==> src/logic/fetch_execute_sequencer_params.svh <==
`ifndef FETCH_EXECUTE_SEQUENCER_PARAMS_SVH
`define FETCH_EXECUTE_SEQUENCER_PARAMS_SVH

`define FES_PC_WIDTH      11
`define FES_PC_RESET      11'h000
`define FES_INSTR_WIDTH   16
`define FES_DATA_WIDTH    8
`define FES_STACK_DEPTH   4
`define FES_SP_WIDTH      2
`define FES_PHASES        4

`endif

==> src/logic/fetch_execute_sequencer_pkg.sv <==
package fetch_execute_sequencer_pkg;

  // Phase of the instruction cycle, one system clock each
  typedef enum logic [1:0] {
    PH_T1 = 2'b00,
    PH_T2 = 2'b01,
    PH_T3 = 2'b10,
    PH_T4 = 2'b11
  } phase_e;

  // Flow decision made by the decoder during phases two to four
  typedef enum logic [2:0] {
    FLOW_SEQ  = 3'b000,
    FLOW_JUMP = 3'b001,
    FLOW_CALL = 3'b010,
    FLOW_RET  = 3'b011,
    FLOW_SKIP = 3'b100,
    FLOW_PCLW = 3'b101,
    FLOW_INT  = 3'b110
  } flow_e;

  typedef enum logic [2:0] {
    ALU_ADD = 3'b000,
    ALU_SUB = 3'b001,
    ALU_AND = 3'b010,
    ALU_OR  = 3'b011,
    ALU_XOR = 3'b100,
    ALU_RL  = 3'b101,
    ALU_RR  = 3'b110,
    ALU_INC = 3'b111
  } alu_op_e;

  // Execute request from decoder for the instruction in the execute slot
  typedef struct packed {
    flow_e       flow;
    logic [10:0] target;
    logic        skip_cond;
    alu_op_e     alu_op;
    logic [7:0]  operand;
    logic        acc_write;
    logic        pcl_read;
  } exec_req_s;

endpackage
==> src/logic/fetch_execute_sequencer.sv <==
`timescale 1ns/1ps
`default_nettype none
`include "fetch_execute_sequencer_params.svh"

// Function
// RULE1: Four non-overlapping phase strobes derived from the system clock.
// RULE2: Counter advances at phase one start, fetch happens in phase one; the counter here steps on the clock that ends phase one, after the fetch.
// RULE3: Phases two to four decode and execute the previously fetched word.
// RULE4: One pass through all four phases is one instruction cycle.
// RULE5: Fetch overlaps execute, giving one instruction per cycle when sequential.
// RULE6: Non-sequential counter changes cost one extra instruction cycle.
// RULE7: Sequentially the counter increments by one per executed instruction.
// RULE8: Jumps, calls, interrupts and reset load target address directly.
// RULE9: Satisfied skip discards prefetched word and runs a dummy cycle.
// RULE10: Only the low eight counter bits are software readable and writable.
// RULE11: Execute uses an eight-bit ALU for arithmetic, logic, rotate, step.
// RULE12: Execute data moves through the accumulator and the ALU.
// RULE13: Low byte write jumps within current 256-word page plus dummy cycle.
// RULE14: Calls and interrupts push counter on return stack; returns pop.
// RULE15: Eleven-bit counter covering 2K words, cleared on reset.
module fetch_execute_sequencer
  import fetch_execute_sequencer_pkg::*;
(
  // Clock, reset, enable
  input  wire logic                                   i_clk,
  input  wire logic                                   i_resetn,
  input  wire logic                                   i_ce,
  // Program memory
  output logic [`FES_PC_WIDTH-1:0]                    o_pmem_addr,
  output logic                                        o_pmem_fetch,
  input  wire logic [`FES_INSTR_WIDTH-1:0]            i_pmem_data,
  // Decoder and datapath
  output logic [`FES_INSTR_WIDTH-1:0]                 o_exec_instr,
  output logic                                        o_exec_valid,
  input  wire fetch_execute_sequencer_pkg::exec_req_s i_exec_req,
  output logic [`FES_DATA_WIDTH-1:0]                  o_acc,
  output logic [`FES_DATA_WIDTH-1:0]                  o_pcl,
  // Phase strobes
  output logic [`FES_PHASES-1:0]                      o_phase,
  output logic                                        o_cycle_start
);
  import fetch_execute_sequencer_pkg::*;

  ////////////////////////////////////////////////////////////////////////
  // Phase generator
  phase_e phase;
  phase_e next_phase;

  always_comb begin
    unique case (phase)
      PH_T1: next_phase = PH_T2;
      PH_T2: next_phase = PH_T3;
      PH_T3: next_phase = PH_T4;
      PH_T4: next_phase = PH_T1; // RULE4
    endcase
  end

  ////////////////////////////////////////////////////////////////////////
  // Counter, fetch slot, return stack, accumulator
  logic [`FES_PC_WIDTH-1:0]    pc;
  logic [`FES_PC_WIDTH-1:0]    next_pc;
  logic [`FES_INSTR_WIDTH-1:0] instr;
  logic [`FES_INSTR_WIDTH-1:0] next_instr;
  logic                        valid;
  logic                        next_valid;
  logic                        dummy;
  logic                        next_dummy;
  logic [`FES_PC_WIDTH-1:0]    redirect;
  logic [`FES_PC_WIDTH-1:0]    next_redirect;
  logic [`FES_PC_WIDTH-1:0]    stack [`FES_STACK_DEPTH];
  logic [`FES_PC_WIDTH-1:0]    next_stack [`FES_STACK_DEPTH];
  logic [`FES_SP_WIDTH-1:0]    sp;
  logic [`FES_SP_WIDTH-1:0]    next_sp;
  logic [`FES_DATA_WIDTH-1:0]  acc;
  logic [`FES_DATA_WIDTH-1:0]  next_acc;
  logic [`FES_DATA_WIDTH-1:0]  alu_a;
  logic [`FES_DATA_WIDTH-1:0]  alu_y;
  logic                        exec_now;
  logic                        take_break;
  logic [`FES_SP_WIDTH-1:0]    sp_dec;

  assign sp_dec = sp - `FES_SP_WIDTH'(1);
  // Decision sampled in the last phase so decoder has T2..T4 to settle
  assign exec_now = (phase == PH_T4) && valid && !dummy; // RULE3

  // Eight-bit ALU; accumulator is one operand of add, subtract, and, or, xor, path back into it
  always_comb begin
    alu_a = i_exec_req.pcl_read ? pc[7:0] : i_exec_req.operand; // RULE10
    unique case (i_exec_req.alu_op)
      ALU_ADD: alu_y = acc + alu_a; // RULE11
      ALU_SUB: alu_y = acc - alu_a;
      ALU_AND: alu_y = acc & alu_a;
      ALU_OR:  alu_y = acc | alu_a;
      ALU_XOR: alu_y = acc ^ alu_a;
      ALU_RL:  alu_y = {alu_a[6:0], alu_a[7]};
      ALU_RR:  alu_y = {alu_a[0], alu_a[7:1]};
      ALU_INC: alu_y = alu_a + 8'h01;
    endcase
  end

  always_comb begin
    next_pc       = pc;
    next_instr    = instr;
    next_valid    = valid;
    next_dummy    = dummy;
    next_redirect = redirect;
    next_stack    = stack;
    next_sp       = sp;
    next_acc      = acc;
    take_break    = 1'b0;
    if (exec_now) begin
      if (i_exec_req.acc_write)
        next_acc = alu_y; // RULE12
      unique case (i_exec_req.flow)
        FLOW_SEQ: take_break = 1'b0;
        FLOW_JUMP: begin
          take_break    = 1'b1;
          next_redirect = i_exec_req.target; // RULE8
        end
        FLOW_CALL, FLOW_INT: begin
          take_break     = 1'b1;
          next_redirect  = i_exec_req.target; // RULE8
          next_stack[sp] = pc; // RULE14
          next_sp        = sp + `FES_SP_WIDTH'(1);
        end
        FLOW_RET: begin
          take_break    = 1'b1;
          next_redirect = stack[sp_dec]; // RULE14
          next_sp       = sp_dec;
        end
        FLOW_SKIP: begin
          take_break    = i_exec_req.skip_cond; // RULE9
          next_redirect = pc + `FES_PC_WIDTH'(1);
        end
        FLOW_PCLW: begin
          take_break    = 1'b1;
          next_redirect = {pc[10:8], alu_y}; // RULE13
        end
        default: take_break = 1'b0;
      endcase
    end
    if (phase == PH_T4) begin
      if (take_break)
        next_dummy = 1'b1; // RULE6
      else if (dummy)
        next_dummy = 1'b0;
    end
    if (phase == PH_T1) begin
      // Fetch word at pc; pc steps to next word in same phase, or loads redirect in a dummy cycle
      if (dummy) begin
        next_instr = i_pmem_data;
        next_valid = 1'b0; // RULE9
        next_pc    = redirect; // RULE8
      end else begin
        next_instr = i_pmem_data; // RULE2
        next_valid = 1'b1; // RULE5
        next_pc    = pc + `FES_PC_WIDTH'(1); // RULE7
      end
    end
  end

  ////////////////////////////////////////////////////////////////////////
  // Registers
  always_ff @(posedge i_clk or negedge i_resetn) begin
    if (!i_resetn) begin
      phase    <= PH_T1;
      pc       <= `FES_PC_RESET; // RULE15
      instr    <= '0;
      valid    <= 1'b0;
      dummy    <= 1'b0;
      redirect <= `FES_PC_RESET;
      stack    <= '{default: '0};
      sp       <= '0;
      acc      <= '0;
    end else if (i_ce) begin
      phase    <= next_phase; // RULE1
      pc       <= next_pc;
      instr    <= next_instr;
      valid    <= next_valid;
      dummy    <= next_dummy;
      redirect <= next_redirect;
      stack    <= next_stack;
      sp       <= next_sp;
      acc      <= next_acc;
    end
  end

  ////////////////////////////////////////////////////////////////////////
  // Outputs
  always_comb begin
    o_phase = '0;
    o_phase[phase] = 1'b1; // RULE1
  end
  assign o_cycle_start = (phase == PH_T1);
  assign o_pmem_addr   = pc;
  assign o_pmem_fetch  = (phase == PH_T1) && i_ce; // RULE2
  assign o_exec_instr  = instr;
  assign o_exec_valid  = valid && !dummy;
  assign o_acc         = acc;
  assign o_pcl         = pc[7:0]; // RULE10

endmodule
`default_nettype wire

==> config.mk <==
export PLATFORM = sky130hd
export DESIGN_NAME = fetch_execute_sequencer
export DESIGN_NICKNAME = d
export VERILOG_FILES = /design/src/logic/fetch_execute_sequencer_pkg.sv /design/src/logic/fetch_execute_sequencer.sv
export VERILOG_INCLUDE_DIRS = /design/src /design/src/logic
export SDC_FILE = /design/constraint.sdc
export NUM_CORES = 1
export LEC_CHECK = 0
export ABC_AREA = 1
export BUFFER_PORTS_ARGS = -buffer_cell sky130_fd_sc_hd__buf_2
export CAP_MARGIN = 20
export CORE_UTILIZATION = 50
export CTS_BUF_LIST = sky130_fd_sc_hd__clkbuf_8
export DETAILED_ROUTE_END_ITERATION = 10
export PLACE_DENSITY = 0.77
export RECOVER_POWER = 100
export SYNTH_ARGS = -nofsm -noshare
export SYNTH_HDL_FRONTEND = slang
export SYNTH_SLANG_ARGS = --single-unit
export TNS_END_PERCENT = 10
==> constraint.sdc <==
create_clock -name i_clk -period 3.7 [get_ports i_clk]
set_input_delay 0.37 -clock i_clk [delete_from_list [all_inputs] [get_ports i_clk]]
set_output_delay 0.37 -clock i_clk [all_outputs]
set_load 0.03 [all_outputs]
==> metrics, run 1 <==
Commonest cells post-synth=nand2_1 (256), inv_1 (99), dfrtp_1 (96); Worst VDD drop=0.388 mV; ANT cells=0; DIE AREA=roughly 0.013 sq mm; worst setup path endpoint=o_pmem_fetch; R2R setup slack=around 0.80 ns; mean post-synth cell area=7.48 sq um; combinational fraction of design power=52.7%; Avg WL per Cell=15.2 microns; Reg-to-Reg End=redirect[6]$_DFFE_PN0P_; Reg clk slew, reported paths=0.10 ns; Worst Tran Pin Value=1.77 ns; Starting Density=a little over half; CP delay by family, top=buffers and inverters; internal power=2740 uW; Syn Inst Count=850; Seq/Total Area, Yosys=37.8%; biggest area consumer among synthesized cells=dfrtp_1; synthesis-stage register bit count=96; final critical-path required period=2.96 ns; failing checks=max-capacitance violations, max-slew violations; Synth top area share=between 30 and 40%; R2R cell count=16; Slowest Stage Delay on Critical Path=0.65 ns; initial antenna violation count=0; Synth area leaders=dfrtp_1 (38%), nand2_1 (15%), ha_1 (8.5%); PortBufs=96; Power Total=approximately 5500 uW; Clock Skew=0.0101 ns; syn nets=942; via count=a little under 6000; Max clock buf depth=2; Finish-stage setup viols=0; count leader, synth=nand2_1; crit path from=phase[0]$_DFFE_PN0P_; critical path launch point type=flip-flop; Hold Crit Class=input port to flip-flop; Clk pwr share=14.5%; Avg Vias per Cell=5.34; clock buffer count from CTS=9; Post-synth EDFFs=0; P_leak=around 0.0036 uW; final RePlAce weighted congestion=0.881; share of async-settable or async-resettable flops after synthesis=100%; fin crit share=80.1%; Core Rows=40; Peak Freq=337 MHz; Yosys warnings=0; final instance area=0.00704 sq mm; CP max FO=19; nature of the critical path endpoint=output pin; mapped cell area=0.00636 sq mm; FILL cells=roughly 1200; CP required=between 3 and 4 ns; Core Region=between 0.01 and 0.015 sq mm; die height=115 microns; Area Overhead vs Synth=10.6%; H-tree levels=3; CTS Root Cell=clkbuf_8; postcts setup bufs=0; CTS tree=built; max-cap violation count=1; post-synthesis cell type count=41; worst reg2reg path startpoint=o_pmem_addr[0]$_DFFE_PN0P_; # nets final=between 1000 and 1500; Psw=2750 uW; Initial DRC Count=430; Initial DRT Pass Iterations=7; dpl cell area=0.00689 sq mm; RSZ-0062 raised after global routing=no; critical path class=flip-flop to output pin; cell area power density=781 mW/mm^2; Worst slew margin=-17.8%; critical path depth=5; worst skew pair latency=0.38 ns; Slowest cell on crit path=clkinv_1; grt ovf=0; layout cells sized above 1=11.1%; Synth Flop Type=dfrtp_1; DPL Wire Length=~12 mm; Clock Sinks=96; crit-path cells=inv_1 > ha_1 > nand2_1 > clkinv_1 > clkbuf_1; Residual DRC=0; hold violation total from the final report=0; Routed Antenna Nets=0; vias in the first global route=5527; global-route wire length before repair=27.9 mm; switching power share of the total=50.1%; largest net degree at the start of global routing=81; Top Ports=97; Global Route Usage Sum=a little over a quarter; arrival time worst endpoint=2.59 ns; Routed Wire Length=16.8 mm; WP buf/inv=3; status=complete, but fails checks; Slew Limit Fails=74; Die Wd=115 microns; TNS Setup=0 ns; Reg power frac=32.9%
==> cells in the final DEF (no fill, tap or decap), types with 10 or more instances in the layout <==
cell type,instances
nand2_1,257
nand3_1,51
inv_1,100
buf_2,44
o21ai_0,76
clkbuf_1,57
dfrtp_1,96
inv_2,12
o21a_1,17
ha_1,43
a21oi_1,30
nor2_1,39
nand4_1,10
==> metal layers <==
| layer | share of wire [%] | routed length, microns | global-route usage [%] | vias up |
|---|---|---|---|---|
| met5 | 0 | 0 | 0 | - |
| met2 | 45 | 7510 | 42.2 | 198 |
| met4 | 2.3 | 385 | 8.05 | 0 |
| li1 | - | - | - | 2893 |
| met3 | 5.7 | 955 | 4.64 | 29 |
| met1 | 47 | 7950 | 39.8 | 2777 |
==> how the worst min path moves through the flow <==
stage | startpoint | endpoint | depth (start not counted)
6_report | i_pmem_data[1] | o_exec_instr[1]$_DFFE_PN0P_ | 3
4_1_cts | i_pmem_data[5] | o_exec_instr[5]$_DFFE_PN0P_ | 3
3_3_place_gp | o_exec_instr[9]$_DFFE_PN0P_ | o_exec_instr[9]$_DFFE_PN0P_ | 2
5_1_grt | i_pmem_data[1] | o_exec_instr[1]$_DFFE_PN0P_ | 3
2_1_floorplan | i_resetn | dummy$_DFFE_PN0P_ | 0
3_5_place_dp | o_exec_instr[13]$_DFFE_PN0P_ | o_exec_instr[13]$_DFFE_PN0P_ | 2
==> worst min-delay path: stages <==
cell and delay (ns):
buf_2 0.07, nand2_1 0.04, nand2_1 0.04
==> per-stage QoR <==
stage          cells  utilization (%)  hold WS [ns]  worst slack, ns
2_1_floorplan    850                -        0.0744             1.30
3_3_place_gp    1087             56.4         0.459             1.00
3_5_place_dp    1087             56.4         0.460            0.980
4_1_cts         1103             58.3         0.170            0.692
5_1_grt         1105             57.6         0.181            0.433
6_report        1105             57.6         0.178            0.736
==> cell families after synthesis <==
| family | share of synthesized area, % |
|---|---|
| simple gates | 25.5 |
| compound gates | 14.3 |
| buf+inv | 10.4 |
| flops | 37.8 |
| mux | 1.24 |
| xor+xnor | 1.65 |
| fa+ha+maj | 9.09 |
==> repair_timing <==
action                                 4_1_cts  5_1_grt
gates resized for setup                      0        0
endpoints found under the hold margin        0        6
hold buffers                                 0        1
==> registers in the layout (all words and copies together) (netlist names) <==
signal and cells:
stack 44, valid 1, o_pmem_addr 11, dummy 1, sp 2, redirect 11
phase 2, o_exec_instr 16, o_acc 8
==> layout make-up <==
class | count | area (sq um) | share of cell area, %
Clock buffer | 9 | 124 | 1.76
Tap cell | 168 | 210 | 2.99
Inverter | 115 | 432 | 6.13
Sequential cell | 96 | 2400 | 34.1
Clock inverter | 7 | 103 | 1.46
Multi-Input combinational cell | 603 | 3290 | 46.7
Timing Repair Buffer | 107 | 479 | 6.81
==> power by group through the flow <==
stage	logic, uW	clock network [uW]	registers, uW
after floorplan	1940	0	2060
after global placement	2890	0	1800
after detailed placement	2940	0	1810
after CTS	2960	800	1790
after global routing	3270	846	1860
final	2890	794	1810
(Power assumes the default switching activity.)
==> run 2: changes to the inputs <==
--- a/config.mk
+++ b/config.mk
@@ -6,13 +6,13 @@
 export SDC_FILE = /design/constraint.sdc
 export NUM_CORES = 1
 export LEC_CHECK = 0
-export ABC_AREA = 1
+export ABC_AREA = 0
 export BUFFER_PORTS_ARGS = -buffer_cell sky130_fd_sc_hd__buf_2
 export CAP_MARGIN = 20
 export CORE_UTILIZATION = 50
 export CTS_BUF_LIST = sky130_fd_sc_hd__clkbuf_8
 export DETAILED_ROUTE_END_ITERATION = 10
-export PLACE_DENSITY = 0.77
+export PLACE_DENSITY = 0.79
 export RECOVER_POWER = 100
 export SYNTH_ARGS = -nofsm -noshare
 export SYNTH_HDL_FRONTEND = slang
==> constraint.sdc (replaced) <==
create_clock -name i_clk -period 2.5 [get_ports i_clk]
set_input_delay 0.25 -clock i_clk [delete_from_list [all_inputs] [get_ports i_clk]]
set_output_delay 0.25 -clock i_clk [all_outputs]
set_load 0.03 [all_outputs]
==> metrics, run 2 <==
count leader, synth=nand2_1; # nets final=888 (-13%); Hold Crit Class=input port to flip-flop; Core Region=0.0122 sq mm (unchanged); cell area power density=1020 mW/mm^2 (+31%); final critical-path required period=2.44 ns; max-cap violation count=0 (-1); synthesis-stage register bit count=96 (unchanged); Seq/Total Area, Yosys=37.8% (about the same); top sig layer=met4; Starting Density=52.1% (about the same); Peak Freq=409 MHz; CTS tree=built; Initial DRT Pass Iterations=6 (-1); final instance area=0.00750 sq mm (+6.5%); R2R cell count=8 (-8); status=completed; Placed Instances=950 (-13%); Worst VDD drop=0.560 mV (+45%); global-route wire length before repair=26.4 mm (-5.6%); die height=115 microns (about the same); via count=5480 (-7.1%); Top Ports=97 (unchanged); CTS Root Cell=clkbuf_8; Max clock buf depth=2 (unchanged); Routed Antenna Nets=0 (unchanged); nature of the critical path endpoint=flip-flop; R2R setup slack=0.06 ns (-0.74 ns); Clock Skew=0.00788 ns (-0.00221 ns); mean post-synth cell area=9.41 sq um (+26%); CP max FO=2 (-17); Residual DRC=0 (unchanged); Slew Limit Fails=0 (-100%); Synth area leaders=dfrtp_1 (38%), ha_1 (8.5%), mux2_2 (6.2%); Final Non-Filler Cells=967 (-12%); DIE AREA=0.0132 sq mm (about the same); Core Rows=40 (unchanged); worst setup path endpoint=redirect[7]$_DFFE_PN0P_; Largest Register=stack; CP required=2.75 ns (-0.58 ns); worst skew pair latency=0.37 ns (about the same); Commonest cells post-synth=nand2_1 (105), dfrtp_1 (96), ha_1 (43); critical path class=flip-flop to flip-flop; Area Overhead vs Synth=17.9%; biggest area consumer among synthesized cells=dfrtp_1; Met3 Wirelength=780 microns (-18%); met2 WL=8.31 mm (+11%); Routed Wire Length=16.7 mm (-0.40%); PortBufs=96 (unchanged); crit path from=o_pmem_addr[5]$_DFFE_PN0P_; hold violation total from the final report=0 (unchanged); H-tree levels=3 (unchanged); M1 WL=7.24 mm (-8.9%); max FFs per register=44 (unchanged); Synth Flop Type=dfrtp_1; largest net degree at the start of global routing=50 (-38%); ANT cells=0 (unchanged); syn nets=768 (-18%); clock buffer count from CTS=9 (unchanged); Yosys warnings=0 (unchanged); Avg WL per Cell=17.3 microns (+14%); initial antenna violation count=0 (unchanged); Worst slew margin=9.14% (+27 points); dpl cell area=0.00735 sq mm (+6.7%); Reg clk slew, reported paths=0.09 ns (about the same); post-synthesis cell type count=64 (+56%); critical path launch point type=flip-flop; Clock Sinks=96 (unchanged); Finish-stage setup viols=0 (unchanged); worst reg2reg path startpoint=o_pmem_addr[5]$_DFFE_PN0P_; grt ovf=0 (unchanged); RSZ-0062 raised after global routing=yes; Worst Tran Pin Value=1.36 ns (-0.404 ns); arrival time worst endpoint=2.69 ns (+0.10 ns); Reg-to-Reg End=redirect[7]$_DFFE_PN0P_; Initial DRC Count=454 (+5.6%); layout cells sized above 1=24.9% (+14 points); commonest non-fill, non-tap cell in the layout=nand2_1; Post-synth EDFFs=0 (unchanged); Synth top area share=37.8% (about the same); Avg Vias per Cell=5.67 (+6.2%); final RePlAce weighted congestion=0.935 (+6.2%); commonest non-fill, non-tap cells in the layout=nand2_1 (105), dfrtp_1 (94), buf_4 (60); fin crit share=97.8%; Syn Inst Count=676 (-20%); Global Route Usage Sum=26.0% (-1.4 points); vias in the first global route=5308 (-4.0%); P_leak=0.00353 uW (-1.6%); mapped cell area=0.00636 sq mm (about the same); share of async-settable or async-resettable flops after synthesis=100% (unchanged); Die Wd=115 microns (about the same); DPL Wire Length=12.7 mm (+1.7%)
## run 2: cell families (layout without fill, tap and decap cells)
logic type,Yosys count,after routing,synth area share [%]
AND/OR/NAND/NOR,213,213,15.5
AO/OA/AOI/OAI,148,148,15.0
flip-flops,96,96,37.8
buffers and inverters,90,213,6.41
multiplexers,66,66,13.7
adder cells (fa/ha/maj),45,45,9.09
XOR/XNOR,18,18,2.48
## run 2: final cells by class
cell class	count	area, sq um
fill	1072	4720
multi-input combinational	490	3650
sequential	96	2400
timing repair buffer	162	920
tap	168	210
clock buffer	11	151
inverter	37	139
clock inverter	3	20.0
## run 2: how the worst min path moves through the flow
stage	start	endpoint	depth (start not counted)
2_1_floorplan	i_resetn	dummy$_DFFE_PN0P_	0
3_3_place_gp	i_resetn	o_exec_instr[7]$_DFFE_PN0P_	1
3_5_place_dp	i_resetn	o_exec_instr[7]$_DFFE_PN0P_	1
4_1_cts	i_pmem_data[5]	o_exec_instr[5]$_DFFE_PN0P_	3
5_1_grt	i_pmem_data[2]	o_exec_instr[2]$_DFFE_PN0P_	3
6_report	i_pmem_data[5]	o_exec_instr[5]$_DFFE_PN0P_	3
## run 2: routing by layer
metal	global-route usage [%]	vias to the layer above
li1	-	2601
met1	33.3	2704
met2	44.4	147
met3	4.16	28
met4	10.6	0
met5	0	-
## run 2: stage by stage
stage | setup TNS (ns) | total power (uW) | utilization (%) | setup WS, ns | hold WS [ns]
2_1_floorplan | -0.211 | 5310 | - | -0.0851 | -0.0456
3_3_place_gp | -0.460 | 6590 | 60.2 | -0.116 | 0.308
3_5_place_dp | -1.05 | 6740 | 60.2 | -0.188 | 0.321
4_1_cts | 0 | 7690 | 61.7 | 0.0229 | 0.0569
5_1_grt | -0.155 | 8160 | 61.4 | -0.0574 | 0.0592
6_report | 0 | 7650 | 61.4 | 0.0561 | 0.0690
## run 2: timing repair
item                                   in CTS  in global routing
buffers inserted                            1                  1
endpoints found under the hold margin      48                  0
setup endpoints to repair                   1                  7
hold buffers                                1                  0
resized for setup                           0                 11
pin swaps                                   1                  5
## run 2: power breakdown
| part | switching [uW] | total, uW | leakage (uW) | internal, uW |
|---|---|---|---|---|
| clock network | 512 | 915 | 0.0000887 | 403 |
| logic | 2720 | 4430 | 0.00217 | 1710 |
| registers | 326 | 2310 | 0.00127 | 1980 |
| total | 3560 | 7650 | 0.00353 | 4090 |
## run 2: worst max-delay path: stages (launching register included)
cell and delay (ns):
dfrtp_2 0.43, mux2i_4 0.17, ha_4 0.22, or3_1 0.41, o221ai_2 0.18, mux2_4 0.32, a222oi_1 0.32, buf_4 0.18
o211ai_1 0.09
==> run 3: changes to the inputs <==
--- a/config.mk
+++ b/config.mk
@@ -7,12 +7,16 @@
 export NUM_CORES = 1
 export LEC_CHECK = 0
 export ABC_AREA = 0
+export ABC_CLOCK_PERIOD_IN_PS = 2500
 export BUFFER_PORTS_ARGS = -buffer_cell sky130_fd_sc_hd__buf_2
 export CAP_MARGIN = 20
-export CORE_UTILIZATION = 50
+export CELL_PAD_IN_SITES_DETAIL_PLACEMENT = 0
+export CELL_PAD_IN_SITES_GLOBAL_PLACEMENT = 1
+export CORE_MARGIN = 1
+export CORE_UTILIZATION = 41
 export CTS_BUF_LIST = sky130_fd_sc_hd__clkbuf_8
 export DETAILED_ROUTE_END_ITERATION = 10
-export PLACE_DENSITY = 0.79
+export PLACE_DENSITY = 0.84
 export RECOVER_POWER = 100
 export SYNTH_ARGS = -nofsm -noshare
 export SYNTH_HDL_FRONTEND = slang
==> metrics, run 3 (synthesis gave the netlist of run 2 again) <==
Initial DRT Pass Iterations=4 (-2); Peak Freq=392 MHz (-4.1%); ANT cells=0 (unchanged); CP required=2.78 ns (+0.03 ns); status=complete, but fails checks; Hold Crit Class=input port to flip-flop; Core Rows=45 (+13%); PortBufs=96 (unchanged); final instance area=0.00755 sq mm (+0.78%); Core Region=0.0151 sq mm (+24%); commonest non-fill, non-tap cells in the layout=nand2_1 (105), dfrtp_1 (93), buf_4 (63); CP max FO=3 (+1); max FFs per register=44 (unchanged); vias in the first global route=5408 (+1.9%); Global Route Usage Sum=22.2% (-3.9 points); FILL cells=1397 (+30%); Starting Density=42.0% (-10 points); critical path launch point type=flip-flop; dpl cell area=0.00737 sq mm (+0.27%); Reg clk slew, reported paths=0.10 ns (about the same); Initial DRC Count=383 (-16%); CTS tree=built; Largest Register=stack; # nets final=891 (+0.34%); Die Wd=127 microns (+10%); Placed Instances=971 (+2.2%); largest net degree at the start of global routing=64 (+28%); critical path class=flip-flop to flip-flop; cell area power density=1020 mW/mm^2 (+0.12%); P_leak=0.00354 uW (+0.40%); Residual DRC=0 (unchanged); die height=127 microns (+10%); final worst slack=-0.0495 ns (-0.106 ns); Max clock buf depth=2 (unchanged); final critical-path required period=2.55 ns (+0.106 ns); Worst Tran Pin Value=1.88 ns (+0.520 ns); fin crit share=102% (+4.2 points); failing checks=max-capacitance violations, max-slew violations, negative setup slack; grt ovf=0 (unchanged); H-tree levels=3 (unchanged); Slew Limit Fails=34 (+34); Finish-stage setup viols=1 (+1); area of the multi-input gates=0.00367 sq mm (+0.41%); Clock Sinks=96 (unchanged); Routed Antenna Nets=0 (unchanged); DIE AREA=0.0160 sq mm (+22%); RSZ-0062 raised after global routing=yes; register area=0.00241 sq mm (about the same); arrival time worst endpoint=2.83 ns (+0.14 ns); Clock Skew=0.0144 ns (+0.00657 ns); nature of the critical path endpoint=flip-flop; DPL Wire Length=13.2 mm (+3.8%); global-route wire length before repair=27.9 mm (+6.0%); Worst VDD drop=0.513 mV (-8.5%); Power Total=7720 uW (+0.90%); via count=5388 (-1.7%); Routed Wire Length=17.2 mm (+2.8%); Top Ports=97 (unchanged); commonest non-fill, non-tap cell in the layout=nand2_1; CTS Root Cell=clkbuf_8; worst skew pair latency=0.37 ns (about the same); initial antenna violation count=0 (unchanged); clock buffer count from CTS=9 (unchanged); Worst slew margin=-25.5% (-35 points); Area Overhead vs Synth=18.8%; max-cap violation count=1 (+1); final RePlAce weighted congestion=0.943 (+0.86%); Avg WL per Cell=17.3 microns (+0.17%); Avg Vias per Cell=5.43 (-4.2%); Final Non-Filler Cells=992 (+2.6%); TNS Setup=-0.0495 ns (-0.0495 ns); hold violation total from the final report=0 (unchanged); layout cells sized above 1=25.5% (+0.59 points)
[run 3: cell types whose count changed in the layout (fill, tap and decap cells not counted), sizes merged]
| cell | previous run | this run |
|---|---|---|
| inv | 38 | 40 |
| buf | 108 | 113 |
| clkinvlp | 1 | 2 |
| clkbuf | 64 | 61 |
[run 3: power by group]
group	total, uW	internal (uW)	switching, uW	leakage, uW
combinational	4480	1750	2730	0.00218
clock	921	384	537	0.0000913
sequential	2330	1980	344	0.00127
[run 3: path summary, 6_finish.rpt]
kind / startpoint / to / slack [ns] / cells after the start
max reg2reg: o_pmem_addr[0]$_DFFE_PN0P_ / redirect[4]$_DFFE_PN0P_ / -0.05 / 11
max in group asynchronous: i_resetn / o_exec_instr[9]$_DFFE_PN0P_ / 0.33 / 3
min reg2reg: o_exec_instr[2]$_DFFE_PN0P_ / o_exec_instr[2]$_DFFE_PN0P_ / 0.49 / 2
max: o_pmem_addr[0]$_DFFE_PN0P_ / redirect[4]$_DFFE_PN0P_ / -0.05 / 11
min in group asynchronous: i_resetn / o_exec_instr[1]$_DFFE_PN0P_ / 0.94 / 2
min: i_pmem_data[6] / o_exec_instr[6]$_DFFE_PN0P_ / 0.07 / 3
[run 3: cell type report]
type,count,area share (%)
multi-input cells,490,48.5
flip-flops and latches,96,31.8
repair buffers,165,12.4
well taps,188,3.11
inverters,37,1.84
clock buffers,10,1.82
clock inverters,6,0.480
[run 3: stage by stage]
stage | hold WS, ns | utilization, % | worst slack (ns)
after detailed placement | 0.230 | 48.7 | -0.383
final | 0.0749 | 49.9 | -0.0495
after CTS | 0.0585 | 50.0 | -0.0249
after floorplan | -0.0456 | - | -0.0851
after global routing | 0.0735 | 49.9 | -0.152
after global placement | 0.225 | 48.7 | -0.344
[run 3: repair_timing]
action | in CTS | in global routing
pin swaps | 1 | 6
endpoints found under the setup margin | 5 | 8
resized for setup | 2 | 13
endpoints found under the hold margin | 33 | 0
hold buffers | 1 | 0
setup buffers | 1 | 3
[run 3: per-layer routing]
metal | vias to the layer above | wire length [microns] | global-route usage, %
li1 | 2611 | - | -
met1 | 2638 | 7910 | 29.8
met2 | 117 | 8340 | 37.5
met3 | 22 | 594 | 2.32
met4 | 0 | 352 | 7.37
met5 | - | 0 | 0
[run 3: critical path, cell delays in order (launching register included)]
cell and delay (ns):
dfrtp_2 0.41, mux2i_4 0.08, inv_2 0.10, ha_4 0.14
inv_2 0.04, fa_2 0.35, nor2b_4 0.14, o21ba_4 0.19
or4b_4 0.52, a32oi_4 0.25, nand2_1 0.07, a31oi_1 0.17
